### config.mk
export PLATFORM = sky130hd
export DESIGN_NAME = usb_tok_regs
export DESIGN_NICKNAME = d
export VERILOG_FILES = /design/src/pkg/usb_tok_pkg.sv /design/src/logic/token_decode.sv /design/src/logic/usb_tok_regs.sv
export SDC_FILE = /design/constraint.sdc
export NUM_CORES = 1
export LEC_CHECK = 0
export BUFFER_PORTS_ARGS = -buffer_cell sky130_fd_sc_hd__buf_2
export CAP_MARGIN = 10
export CORE_ASPECT_RATIO = 1.2
export CORE_MARGIN = 5
export CORE_UTILIZATION = 40
export CTS_CLUSTER_DIAMETER = 30
export DETAILED_ROUTE_END_ITERATION = 6
export PLACE_DENSITY = 0.65
export SLEW_MARGIN = 10
export SYNTH_ARGS = -nofsm -noshare
export SYNTH_HDL_FRONTEND = slang
export SYNTH_SLANG_ARGS = --single-unit
### constraint.sdc
create_clock -name CLK -period 1.6 [get_ports CLK]
set_clock_uncertainty 0.1 [all_clocks]
set_input_delay 0.08 -clock CLK [delete_from_list [all_inputs] [get_ports CLK]]
set_output_delay 0.08 -clock CLK [all_outputs]
set_load 0.03 [all_outputs]
### src/pkg/usb_tok_pkg.sv
// package: register map, field layout and types of the token/descriptor block
// assumes a plain register port with word-aligned byte offsets
package usb_tok_pkg;
  // register byte offsets (no printed offsets; one word each)
  localparam logic [7:0] OFF_TOKEN     = 8'h00;
  localparam logic [7:0] OFF_THRESHOLD = 8'h04;
  localparam logic [7:0] OFF_PAGE_LOW  = 8'h08;
  localparam logic [7:0] OFF_PAGE_MID  = 8'h0C;
  localparam logic [7:0] OFF_PAGE_HIGH = 8'h10;
  localparam logic [7:0] OFF_ADDRESS   = 8'h14;
  localparam logic [7:0] OFF_STATUS    = 8'h18;
  // reset values
  localparam logic [7:0] RST_BYTE      = 8'h00;
  // field positions
  localparam int TYPE_LSB   = 4;
  localparam int LOWSPD_BIT = 7;
  localparam int BASE_ALIGN = 9;
  // token type encodings
  localparam logic [3:0] TOK_OUT   = 4'h1;
  localparam logic [3:0] TOK_IN    = 4'h9;
  localparam logic [3:0] TOK_SETUP = 4'hD;
  // typical threshold values by packet size
  localparam logic [7:0] THR_64 = 8'h4A;
  localparam logic [7:0] THR_32 = 8'h2A;
  localparam logic [7:0] THR_16 = 8'h1A;
  localparam logic [7:0] THR_8  = 8'h12;
  // decoded token kind
  typedef enum logic [1:0] {KIND_NONE, KIND_OUT, KIND_IN, KIND_SETUP} kind_e;
  // one token request as handed to the serial engine
  typedef struct packed {
    kind_e      kind;
    logic       low_speed;
    logic [6:0] dev_addr;
    logic [3:0] endpoint;
  } token_req_s;
endpackage

### src/logic/token_decode.sv
// token type decoder: maps the four-bit token type field to a kind
// assumes the field comes straight from the write data for the command register
`timescale 1ns/1ps
module token_decode (
  input  wire logic [3:0]          TYPE_FIELD, // token type field
  output usb_tok_pkg::kind_e       KIND        // decoded kind
);
  // reserved patterns decode to no transaction
  wire is_out   = (TYPE_FIELD == usb_tok_pkg::TOK_OUT);   // out code
  wire is_in    = (TYPE_FIELD == usb_tok_pkg::TOK_IN);    // in code
  wire is_setup = (TYPE_FIELD == usb_tok_pkg::TOK_SETUP); // setup code
  assign KIND = is_out   ? usb_tok_pkg::KIND_OUT :
                is_in    ? usb_tok_pkg::KIND_IN :
                is_setup ? usb_tok_pkg::KIND_SETUP :
                           usb_tok_pkg::KIND_NONE;
endmodule

### src/logic/usb_tok_regs.sv
// host token command, threshold and descriptor base registers
// assumes a single-cycle register port; the serial engine consumes TOKEN_*
//
// Overview of operation
// - token type 0001 OUT, 1001 IN, 1101 SETUP
// - base bits 15-9 from low page bits 7-1
// - base bits 23-16 from mid page register
// - base is 512-byte aligned, low nine zero
// - bits 31-8 read zero, writes ignored
// - all implemented bits clear on reset
// - low-speed bit selects next token speed
// - base bits 31-24 from high page register
`timescale 1ns/1ps
module usb_tok_regs (
  input  wire logic                    CLK,        // 20 MHz clock
  input  wire logic                    RESET,      // sync reset, high
  input  wire logic [7:0]              ADDR,       // byte address
  input  wire logic [31:0]             WDATA,      // write data
  input  wire logic                    WR,         // write strobe
  input  wire logic                    RD,         // read strobe
  input  wire logic                    HOST_MODE,  // host mode select
  input  wire logic                    TOKEN_DONE, // engine finished token
  output logic [31:0]                  RDATA,      // read data, next cycle
  output logic                         TOKEN_START,// one-cycle issue pulse
  output usb_tok_pkg::token_req_s      TOKEN_REQ,  // issued token details
  output logic                         TOKEN_BUSY, // token in progress
  output logic [7:0]                   THRESHOLD,  // frame start threshold
  output logic [31:0]                  BDT_BASE    // descriptor table base
);
  // stored registers
  logic [7:0]  token_ff;      // type and endpoint
  logic [7:0]  thresh_ff;     // threshold byte count
  logic [6:0]  base_low_ff;   // base bits 15-9
  logic [7:0]  base_mid_ff;   // base bits 23-16
  logic [7:0]  base_high_ff;  // base bits 31-24
  logic [7:0]  address_ff;    // low speed and device address
  logic        busy_ff;       // token outstanding
  logic        start_ff;      // issue pulse
  usb_tok_pkg::token_req_s req_ff; // latched request
  logic [31:0] rdata_ff;      // read data register

  // address decode
  wire hit_token = (ADDR == usb_tok_pkg::OFF_TOKEN);
  wire hit_thr   = (ADDR == usb_tok_pkg::OFF_THRESHOLD);
  wire hit_low   = (ADDR == usb_tok_pkg::OFF_PAGE_LOW);
  wire hit_mid   = (ADDR == usb_tok_pkg::OFF_PAGE_MID);
  wire hit_high  = (ADDR == usb_tok_pkg::OFF_PAGE_HIGH);
  wire hit_addr  = (ADDR == usb_tok_pkg::OFF_ADDRESS);
  wire hit_stat  = (ADDR == usb_tok_pkg::OFF_STATUS);

  // decoded kind of the written type field
  usb_tok_pkg::kind_e wr_kind;
  token_decode u_dec (
    .TYPE_FIELD (WDATA[usb_tok_pkg::TYPE_LSB +: 4]),
    .KIND       (wr_kind)
  );

  // a write of a valid type to the token register in host mode, with no token busy, launches a transaction
  wire issue = WR & hit_token & HOST_MODE &
               (wr_kind != usb_tok_pkg::KIND_NONE) & ~busy_ff;

  // read mux: only the low byte is implemented
  logic [7:0] rd_byte;
  assign rd_byte = hit_token ? token_ff :
                   hit_thr   ? thresh_ff :
                   hit_low   ? {base_low_ff, 1'b0} :
                   hit_mid   ? base_mid_ff :
                   hit_high  ? base_high_ff :
                   hit_addr  ? address_ff :
                   hit_stat  ? {7'h00, busy_ff} : 8'h00;
  wire [31:0] nxt_rdata = {24'h000000, rd_byte};

  // register writes; upper bits of WDATA are dropped
  always_ff @(posedge CLK)
  begin
    if (RESET)
    begin
      token_ff     <= usb_tok_pkg::RST_BYTE;
      thresh_ff    <= usb_tok_pkg::RST_BYTE;
      base_low_ff  <= 7'h00;
      base_mid_ff  <= usb_tok_pkg::RST_BYTE;
      base_high_ff <= usb_tok_pkg::RST_BYTE;
      address_ff   <= usb_tok_pkg::RST_BYTE;
    end
    else if (WR)
    begin
      if (hit_token) token_ff <= WDATA[7:0];
      if (hit_thr)   thresh_ff <= WDATA[7:0];
      if (hit_low)   base_low_ff <= WDATA[7:1];
      if (hit_mid)   base_mid_ff <= WDATA[7:0];
      if (hit_high)  base_high_ff <= WDATA[7:0];
      if (hit_addr)  address_ff <= WDATA[7:0];
    end
  end

  // token issue and busy tracking; issue wins over done
  always_ff @(posedge CLK)
  begin
    if (RESET)
    begin
      busy_ff  <= 1'b0;
      start_ff <= 1'b0;
      req_ff   <= '0;
    end
    else
    begin
      start_ff <= issue;
      if (issue)
      begin
        busy_ff <= 1'b1;
        req_ff.kind      <= wr_kind;
        req_ff.endpoint  <= WDATA[3:0];
        req_ff.low_speed <= address_ff[usb_tok_pkg::LOWSPD_BIT];
        req_ff.dev_addr  <= address_ff[6:0];
      end
      else if (TOKEN_DONE)
        busy_ff <= 1'b0;
    end
  end

  // read data register
  always_ff @(posedge CLK)
  begin
    if (RESET)
      rdata_ff <= 32'h00000000;
    else if (RD)
      rdata_ff <= nxt_rdata;
    else
      rdata_ff <= 32'h00000000;
  end

  // outputs
  assign RDATA       = rdata_ff;
  assign TOKEN_START = start_ff;
  assign TOKEN_REQ   = req_ff;
  assign TOKEN_BUSY  = busy_ff;
  assign THRESHOLD   = thresh_ff;
  assign BDT_BASE    = {base_high_ff, base_mid_ff, base_low_ff,
                        9'h000};

  // assertions
  base_align_a: assert property (@(posedge CLK) disable iff (RESET)
    BDT_BASE[8:0] == 9'h000) else $error("base not aligned");
  read_upper_a: assert property (@(posedge CLK) disable iff (RESET)
    RDATA[31:8] == 24'h000000) else $error("upper read bits set");
  low_bit0_a: assert property (@(posedge CLK) disable iff (RESET)
    RD && hit_low |=> RDATA[0] == 1'b0) else $error("bit0 nonzero");
  mid_write_a: assert property (@(posedge CLK) disable iff (RESET)
    WR && hit_mid |=> BDT_BASE[23:16] == $past(WDATA[7:0]))
    else $error("mid page not taken");
  high_write_a: assert property (@(posedge CLK) disable iff (RESET)
    WR && hit_high |=> BDT_BASE[31:24] == $past(WDATA[7:0]))
    else $error("high page not taken");
  issue_pulse_a: assert property (@(posedge CLK) disable iff (RESET)
    issue |=> TOKEN_START && TOKEN_BUSY ##1 !TOKEN_START)
    else $error("token not issued once");
  kind_map_a: assert property (@(posedge CLK) disable iff (RESET)
    issue && WDATA[7:4] == usb_tok_pkg::TOK_IN
    |=> TOKEN_REQ.kind == usb_tok_pkg::KIND_IN)
    else $error("in token misdecoded");
  speed_sel_a: assert property (@(posedge CLK) disable iff (RESET)
    issue |=> TOKEN_REQ.low_speed == $past(address_ff[7]))
    else $error("speed not taken");
  reset_clear_a: assert property (@(posedge CLK)
    RESET |=> THRESHOLD == 8'h00 && BDT_BASE == 32'h00000000)
    else $error("reset not clear");
  cov_issue_c: cover property (@(posedge CLK) issue);
  cov_done_c:  cover property (@(posedge CLK) TOKEN_BUSY && TOKEN_DONE);
  cov_read_c:  cover property (@(posedge CLK) RD && hit_mid);
endmodule

==> flow_summary.json, run 1 <==
{
  "outcome": "complete, no violations",
  "clk_latency_ps": 350,
  "portBuffers": 76,
  "die_h_um": 111,
  "seq_area_frac_synth": 0.418,
  "ant_nets": 0,
  "die-area_um2": 10500,
  "fin_crit_sh": 0.872,
  "vias": 2781,
  "peakVddDrop_mv": 0.450,
  "met2_usage": 0.270,
  "min-delay-start": "WDATA[6]",
  "hold_viol": 0,
  "fmax_mhz": 716,
  "top_usage_layer": "met2",
  "worstSetupStartpointType": "register",
  "wl_um": 8440,
  "grt_pass1_wl_um": 14000,
  "cts.clk_slew.worst_paths_ps": 70,
  "finalSetupViolations": 0,
  "fp.coreArea_um2": 8200,
  "antenna_found_initial": 0,
  "design_area_um2": 4060,
  "crit_start": "TOKEN_BUSY",
  "gp_congestion": 0.838,
  "dpl.hpwl_um": 6230,
  "drive_above_1_share": 0.270,
  "synthDominantCellAreaShare": 0.418,
  "cts_inserted_buffers": 9,
  "area_growth_pct": 19.4,
  "drc": 0,
  "placedCellCount": 552,
  "synth_area_leader_cell": "dfxtp_1",
  "drtIter0Drc": 122,
  "clkSinkCount": 71,
  "cp_max_fo": 4,
  "slew_violations": 0,
  "yosys-top-cells-count": "71 x dfxtp_1, 39 x mux2i_1, 39 x o21ai_0, 33 x buf_4, 33 x nand2b_1",
  "nets": 496,
  "reg2reg_from": "TOKEN_BUSY",
  "grt_setup_unrepaired": "false",
  "synth-seq-cells": 71,
  "grt.total_usage": 0.168,
  "yosysWarnings": 0,
  "synthCells": 366,
  "whs_ps": 21.9,
  "min_path_type": "in2reg",
  "postPlaceCellArea_um2": 3850,
  "use_met3": 0.0462,
  "fill_cells": 855,
  "maxCapViolCount": 0,
  "setup_slack_ps": 204,
  "cts_tree": "yes",
  "required_ps": 1730,
  "rows": 36,
  "wl_per_cell_um": 14.8,
  "post-cts-setup-buffer-count": 0,
  "synth-edff-count": 0,
  "clockRootBuffer": "clkbuf_8",
  "synthArstFlopShare": 0,
  "arrival_ps": 1530,
  "routed_via_density": 4.89,
  "grt_max_degree": 28,
  "grt-ovfl-total": 0,
  "start_util": 0.415,
  "p_leak_nw": 1.82,
  "h-tree-depth": 3,
  "synth.most_common_cell": "dfxtp_1",
  "period_minus_slack_ps": 1400,
  "fp.dieW_um": 94.2,
  "power_density_nw_per_um2": 871,
  "endpoint_kind": "register",
  "synthFlopType": "dfxtp_1",
  "postCtsResizedCells": 0,
  "synth.area.top_cells": "dfxtp_1 42%, mux2i_1 11%, buf_4 7.3%",
  "post-place-ws_ps": 128,
  "clockBufferDepth": 2,
  "first_global_vias": 2836,
  "tns_ps": 0,
  "use_met1": 0.209,
  "diodes": 0,
  "num_io_pins": 134,
  "fin_cells": 569,
  "synthDistinctLibCells": 35,
  "syn_avg_cell_area_um2": 9.29,
  "critPathKind": "reg2reg",
  "drtPass1Iterations": 4,
  "netlist_area_um2": 3400
}
[what timing repair did]
action	in CTS	in global routing
setup endpoints to repair	0	0
hold endpoints to repair	1	0
hold buffers	1	0
[area by class of cell]
type                    count  area (um^2)  area share
multi-input cells         266         1720       0.425
flip-flops and latches     71         1420       0.350
repair buffers             98          561       0.138
well taps                 114          143      0.0351
clock buffers              10          138      0.0339
clock inverters             6         60.1      0.0148
inverters                   4         15.0     0.00370
[worst max-delay path, cell delays in order, from the launching register on]
cell,delay [ps]
dfxtp_1,340
nor2_1,100
o2111ai_1,200
nor2_4,200
mux2_2,350
[power by group]
group | leakage [nW] | switching (W) | internal (W)
Sequential | 0.572 | 0.00000118 | 0.00177
Combinational | 1.15 | 0.000241 | 0.000103
Clock | 0.0981 | 0.000672 | 0.000753
Total | 1.82 | 0.000914 | 0.00262
[per-layer routing]
layer | vias up | wire, um
met1 | 1294 | 3620
met3 | 18 | 594
met4 | 0 | 189
li1 | 1367 | -
met5 | - | 0
met2 | 102 | 4040
[stage by stage]
step | power, W | utilization
6_report | 0.00354 | 0.495
5_1_grt | 0.00369 | 0.495
4_1_cts | 0.00357 | 0.495
3_5_place_dp | 0.00215 | 0.470
3_3_place_gp | 0.00214 | 0.470
2_1_floorplan | 0.00212 | -
[final timing paths]
kind              endpoint  slack, ps  depth (start not counted)
max          TOKEN_REQ[12]        200                          4
max reg2reg  TOKEN_REQ[12]        200                          4
min            token_ff[6]         20                          3
min reg2reg   TOKEN_REQ[9]        370                          2
[state kept, by name (all words and copies together), names as in the netlist]
signal,cells
token_ff,8
address_ff,8
base_low_ff,7
TOKEN_REQ,14
base_high_ff,8
base_mid_ff,8
TOKEN_START,1
TOKEN_BUSY,1
THRESHOLD,8
RDATA,8
[logic make-up (layout without fill, tap and decap cells)]
| family | count (synthesis) | after routing | share of synthesized area |
|---|---|---|---|
| simple gates | 129 | 129 | 0.238 |
| flops | 71 | 71 | 0.418 |
| buf+inv | 61 | 118 | 0.110 |
| compound gates | 60 | 60 | 0.0953 |
| mux | 43 | 43 | 0.135 |
| other cells | 1 | 33 | 0.00110 |
| xor+xnor | 1 | 1 | 0.00258 |
[cells in the final DEF (no fill, tap or decap), types with 2 or more instances in the layout]
cell and count:
nand2b_1 33, clkinv_2 3, a21oi_1 8, clkbuf_8 10, nand3b_1 30, clkinvlp_4 2
nand4b_1 3, mux4_2 2, nor3_1 14, buf_2 76, nand4_1 2, dfxtp_1 71
inv_1 4, conb_1 33, nor2_1 21, o21ai_1 2, mux2_2 2, nor2b_1 10
nand2_1 8, buf_4 20, o22ai_1 2, o21ai_0 39, a31oi_1 6, mux2i_1 39
Note: power is estimated with default switching activity, not from simulation.
==> run 2: changes to the inputs <==
--- a/config.mk
+++ b/config.mk
@@ -6,12 +6,13 @@
 export NUM_CORES = 1
 export LEC_CHECK = 0
 export BUFFER_PORTS_ARGS = -buffer_cell sky130_fd_sc_hd__buf_2
-export CAP_MARGIN = 10
+export CAP_MARGIN = 20
 export CORE_ASPECT_RATIO = 1.2
 export CORE_MARGIN = 5
 export CORE_UTILIZATION = 40
 export CTS_CLUSTER_DIAMETER = 30
 export DETAILED_ROUTE_END_ITERATION = 6
+export HOLD_SLACK_MARGIN = 0.02
 export PLACE_DENSITY = 0.65
 export SLEW_MARGIN = 10
 export SYNTH_ARGS = -nofsm -noshare
==> constraint.sdc (replaced) <==
create_clock -name CLK -period 1.6 [get_ports CLK]
set_clock_uncertainty 0.1 [all_clocks]
set_input_delay 0.16 -clock CLK [delete_from_list [all_inputs] [get_ports CLK]]
set_output_delay 0.16 -clock CLK [all_outputs]
set_load 0.03 [all_outputs]
==> run 2 against run 1 <==
  * Sequential share of layout area shrank 0.67 points
  * Flip-flop and latch count is the same
  * Via count grew 0.68%
  * Total power up 15%
  * Clock power grew 36%
  * Global-route usage increased by 0.18 points
  * Sequential power about the same
  * Count of clock-buffer cells in the layout up 1
  * Die area unchanged
  * Critical path depth is the same
  * Core utilization rose by 0.96 points
  * Largest power group is now the clock network
  * Highest routed layer unchanged
==> flow_summary.json, run 2 (synthesis results as in run 1) <==
{
  "drtIter0Drc": 268,
  "area_growth_pct": 21.7,
  "fill_cells": 801,
  "critPathMaxStageDelay_ps": 350,
  "period_minus_slack_ps": 1420,
  "gp_congestion": 0.808,
  "required_ps": 1740,
  "wl_per_cell_um": 14.9,
  "critPathKind": "reg2reg",
  "worstSetupStartpointType": "register",
  "cts_inserted_buffers": 9,
  "crit_path_top_delay_cell": "dfxtp_1",
  "fp.dieW_um": 94.2,
  "drive_above_1_share": 0.273,
  "post-place-ws_ps": 38.3,
  "portBuffers": 76,
  "reg2reg_from": "TOKEN_BUSY",
  "endpoint_kind": "register",
  "cp_max_fo": 4,
  "outcome": "complete, no violations",
  "post-cts-setup-buffer-count": 0,
  "start_util": 0.415,
  "power_density_nw_per_um2": 981,
  "antenna_found_initial": 0,
  "grt-ovfl-total": 0,
  "routed_via_density": 4.92,
  "finalSetupViolations": 0,
  "slew_violations": 0,
  "cp_top_family": "flip-flops",
  "clkSinkCount": 71,
  "vias": 2800,
  "grt_pass1_wl_um": 14300,
  "worst-path-buf-inv": 0,
  "rows": 36,
  "ant_nets": 0,
  "diodes": 0,
  "postCtsResizedCells": 0,
  "final_common_cell": "buf_2",
  "p_leak_nw": 1.86,
  "first_global_vias": 2835,
  "register_area_um2": 1420,
  "fmax_mhz": 702,
  "crit_start": "TOKEN_BUSY",
  "maxCapViolCount": 0,
  "cts.clk_slew.worst_paths_ps": 80,
  "hold_viol": 0,
  "postCtsHoldBufs": 0,
  "drtPass1Iterations": 5,
  "setup_slack_ps": 175,
  "min-delay-start": "TOKEN_DONE",
  "die_h_um": 111,
  "grt_setup_unrepaired": "false",
  "multiInputGateArea_um2": 1720,
  "grt_max_degree": 28,
  "worstPathCellList": "nor2_1 -> o2111ai_1 -> nor2_4 -> mux2_2",
  "num_io_pins": 134,
  "clk_latency_ps": 350,
  "fp.coreArea_um2": 8200,
  "largest_register_ffs": 14,
  "dpl.hpwl_um": 6260,
  "grt.total_usage": 0.170,
  "clockBufferDepth": 2,
  "nets": 496,
  "wl_um": 8460,
  "clockRootBuffer": "clkbuf_8",
  "min_path_type": "in2reg",
  "mostFrequentLayoutCells": "76 x buf_2, 71 x dfxtp_1, 39 x mux2i_1, 39 x o21ai_0",
  "cts_tree": "yes",
  "tns_ps": 0,
  "power_w": 0.00406,
  "fin_crit_sh": 0.890,
  "h-tree-depth": 3,
  "die-area_um2": 10500,
  "drc": 0,
  "peakVddDrop_mv": 0.503,
  "arrival_ps": 1560
}
run 2: cell types whose count changed in the layout (fill, tap and decap cells not counted), sizes merged:
cell and delta:
buf +1, bufinv +3, clkbuf +1, clkinv -3, clkinvlp -1, dlygate4sd3 -1
run 2: cell type report:
class,instances,share of cell area
clock inverter,5,0.0308
inverter,4,0.00363
multi-input combinational,266,0.416
clock buffer,11,0.0366
sequential,71,0.343
timing repair buffer,98,0.135
tap,114,0.0345
run 2: worst paths after layout:
kind / slack (ps) / depth (start not counted) / endpoint
max: 180 / 4 / TOKEN_REQ[12]
min: 40 / 3 / TOKEN_BUSY
max reg2reg: 180 / 4 / TOKEN_REQ[12]
min reg2reg: 370 / 2 / TOKEN_REQ[9]
run 2: per-stage QoR:
step | hold slack [ps] | util | cell area (um^2) | cells
final | 36.7 | 0.505 | 4140 | 569
after global routing | 24.2 | 0.505 | 4140 | 569
after CTS | 25.8 | 0.505 | 4140 | 569
after detailed placement | 357 | 0.471 | 3860 | 553
after global placement | 356 | 0.471 | 3860 | 553
after floorplan | 293 | - | 3520 | 398
run 2: power by group:
group          leakage (nW)  internal, W  total, W  switching [W]
combinational          1.15     0.000103  0.000343       0.000240
clock                 0.136      0.00128   0.00195       0.000673
sequential            0.572      0.00177   0.00177     0.00000118
run 2: routing by layer:
| metal | vias up | global-route usage | share of wire |
|---|---|---|---|
| li1 | 1366 | - | - |
| met1 | 1317 | 0.217 | 0.42 |
| met2 | 105 | 0.269 | 0.48 |
| met3 | 12 | 0.0482 | 0.083 |
| met4 | 0 | 0.0655 | 0.016 |
| met5 | - | 0 | 0 |
run 2: worst min-delay path: stages:
cell and delay [ps]:
buf_2 70, nor2b_1 30, o21ba_2 180
==> run 3: changes to the inputs <==
--- a/config.mk
+++ b/config.mk
@@ -5,15 +5,14 @@
 export SDC_FILE = /design/constraint.sdc
 export NUM_CORES = 1
 export LEC_CHECK = 0
-export BUFFER_PORTS_ARGS = -buffer_cell sky130_fd_sc_hd__buf_2
 export CAP_MARGIN = 20
-export CORE_ASPECT_RATIO = 1.2
 export CORE_MARGIN = 5
 export CORE_UTILIZATION = 40
 export CTS_CLUSTER_DIAMETER = 30
 export DETAILED_ROUTE_END_ITERATION = 6
+export DONT_BUFFER_PORTS = 1
 export HOLD_SLACK_MARGIN = 0.02
-export PLACE_DENSITY = 0.65
+export PLACE_DENSITY = 0.51
 export SLEW_MARGIN = 10
 export SYNTH_ARGS = -nofsm -noshare
 export SYNTH_HDL_FRONTEND = slang
==> run 3 against run 2 <==
  * Cell area is 3.7% lower
  * Worst setup slack got worse by 110 ps
  * Die area about the same
  * Sequential power barely moved
  * Global-route usage grew 0.83 points
  * Sequential share of layout area up 1.3 points
  * Combinational power shrank 15%
  * Total power down 9.4%
  * Register-to-register slack worse by 110 ps
  * First-iteration DRC count shrank 54%
  * Via count shrank 5.5%
  * Flip-flop and latch count is the same
  * Critical path type unchanged
  * Largest power group is now registers
==> flow_summary.json, run 3 (synthesis results as in run 1) <==
{
  "nets": 451,
  "cts_inserted_buffers": 9,
  "required_ps": 1790,
  "clockRootBuffer": "clkbuf_8",
  "ant_nets": 0,
  "grt_pass1_wl_um": 14100,
  "outcome": "complete, no violations",
  "grt-ovfl-total": 0,
  "critPathMaxStageDelay_ps": 570,
  "final_util": 0.483,
  "die-area_um2": 10400,
  "rows": 33,
  "critPathKind": "reg2reg",
  "drive_above_1_share": 0.166,
  "cts.clk_slew.worst_paths_ps": 80,
  "p_leak_nw": 1.63,
  "peakVddDrop_mv": 0.370,
  "routed_via_density": 5.14,
  "r2r_setup_slack_ps": 60,
  "gp_congestion": 0.736,
  "die_h_um": 102,
  "clockBufferDepth": 2,
  "antenna_found_initial": 0,
  "wl_um": 9200,
  "grt_max_degree": 66,
  "endpoint_kind": "register",
  "cp_top_family": "buffers and inverters",
  "drc": 0,
  "grt_setup_unrepaired": "false",
  "slew_violations": 0,
  "hold_viol": 0,
  "cp_max_fo": 2,
  "drtIter0Drc": 124,
  "h-tree-depth": 3,
  "arrival_ps": 1730,
  "first_global_vias": 2591,
  "mostFrequentLayoutCells": "71 x dfxtp_1, 39 x mux2i_1, 39 x o21ai_0, 39 x buf_4",
  "fin_crit_sh": 0.962,
  "final_common_cell": "dfxtp_1",
  "worstSetupStartpointType": "register",
  "portBuffers": 0,
  "largest_register_ffs": 14,
  "wl_per_cell_um": 17.9,
  "fmax_mhz": 650,
  "diodes": 0,
  "dpl.hpwl_um": 5930,
  "maxCapViolCount": 0,
  "min_path_type": "in2reg",
  "clk_latency_ps": 340,
  "post-cts-setup-buffer-count": 0,
  "fp.coreArea_um2": 8260,
  "grt.total_usage": 0.179,
  "fp.dieW_um": 102,
  "drtPass1Iterations": 4,
  "power_density_nw_per_um2": 923,
  "clkSinkCount": 71,
  "worst-path-buf-inv": 1,
  "finalSetupViolations": 0,
  "crit_path_top_delay_cell": "dlygate4sd3_1",
  "vias": 2645,
  "start_util": 0.412,
  "tns_ps": 0,
  "worstPathCellList": "nor2_1 -> o2111ai_2 -> nor3_1 -> dlygate4sd3_1",
  "cts_tree": "yes",
  "num_io_pins": 134,
  "area_growth_pct": 17.3,
  "period_minus_slack_ps": 1540
}
-- run 3: cell count changes in the layout (fill, tap and decap cells not counted), sizes merged --
cell and delta:
dlygate4sd3 +11, buf -57, clkinvlp -1, clkinv +1, clkbuf +2, dlymetal6s4s +1
bufinv -2
-- run 3: routing by layer --
layer,track usage,up-vias,wire length [um]
met5,0,-,0
met3,0.0512,17,829
met4,0.0777,0,222
li1,-,1279,-
met2,0.267,105,4030
met1,0.240,1244,4120
-- run 3: path summary, 6_finish.rpt --
kind / start / depth (start not counted) / endpoint
setup reg to reg: TOKEN_BUSY / 4 / TOKEN_START
hold reg to reg: token_ff[7] / 2 / token_ff[7]
setup / recovery: TOKEN_BUSY / 4 / TOKEN_START
hold / removal: RESET / 2 / base_high_ff[5]
-- run 3: area by class of cell --
type	instances	area (um^2)
sequential	71	1420
tap	105	131
timing repair buffer	53	455
clock inverter	3	65.1
clock buffer	13	159
fill	817	4270
inverter	4	15.0
multi-input combinational	266	1740
-- run 3: what timing repair did --
item	in CTS	in global routing
resized for setup	0	4
setup endpoints to repair	0	2
hold buffers	13	0
hold endpoints to repair	71	0
-- run 3: power breakdown --
| part | switching, W | total (W) | internal [W] |
|---|---|---|---|
| Clock | 0.000658 | 0.00162 | 0.000963 |
| Combinational | 0.000202 | 0.000290 | 0.0000876 |
| Sequential | 0.00000149 | 0.00177 | 0.00177 |
| Total | 0.000862 | 0.00368 | 0.00282 |
-- run 3: per-stage QoR --
| step | power [W] | hold WS (ps) | std cells | area (um^2) | setup WS (ps) |
|---|---|---|---|---|---|
| global route | 0.00383 | 49.4 | 515 | 3990 | 2.13 |
| detailed placement | 0.00204 | 142 | 486 | 3600 | 207 |
| CTS | 0.00372 | 21.8 | 515 | 3970 | 26.0 |
| floorplan | 0.00212 | 293 | 398 | 3520 | 73.4 |
| finish | 0.00368 | 41.8 | 515 | 3990 | 60.5 |
| global placement | 0.00204 | 140 | 486 | 3600 | 215 |
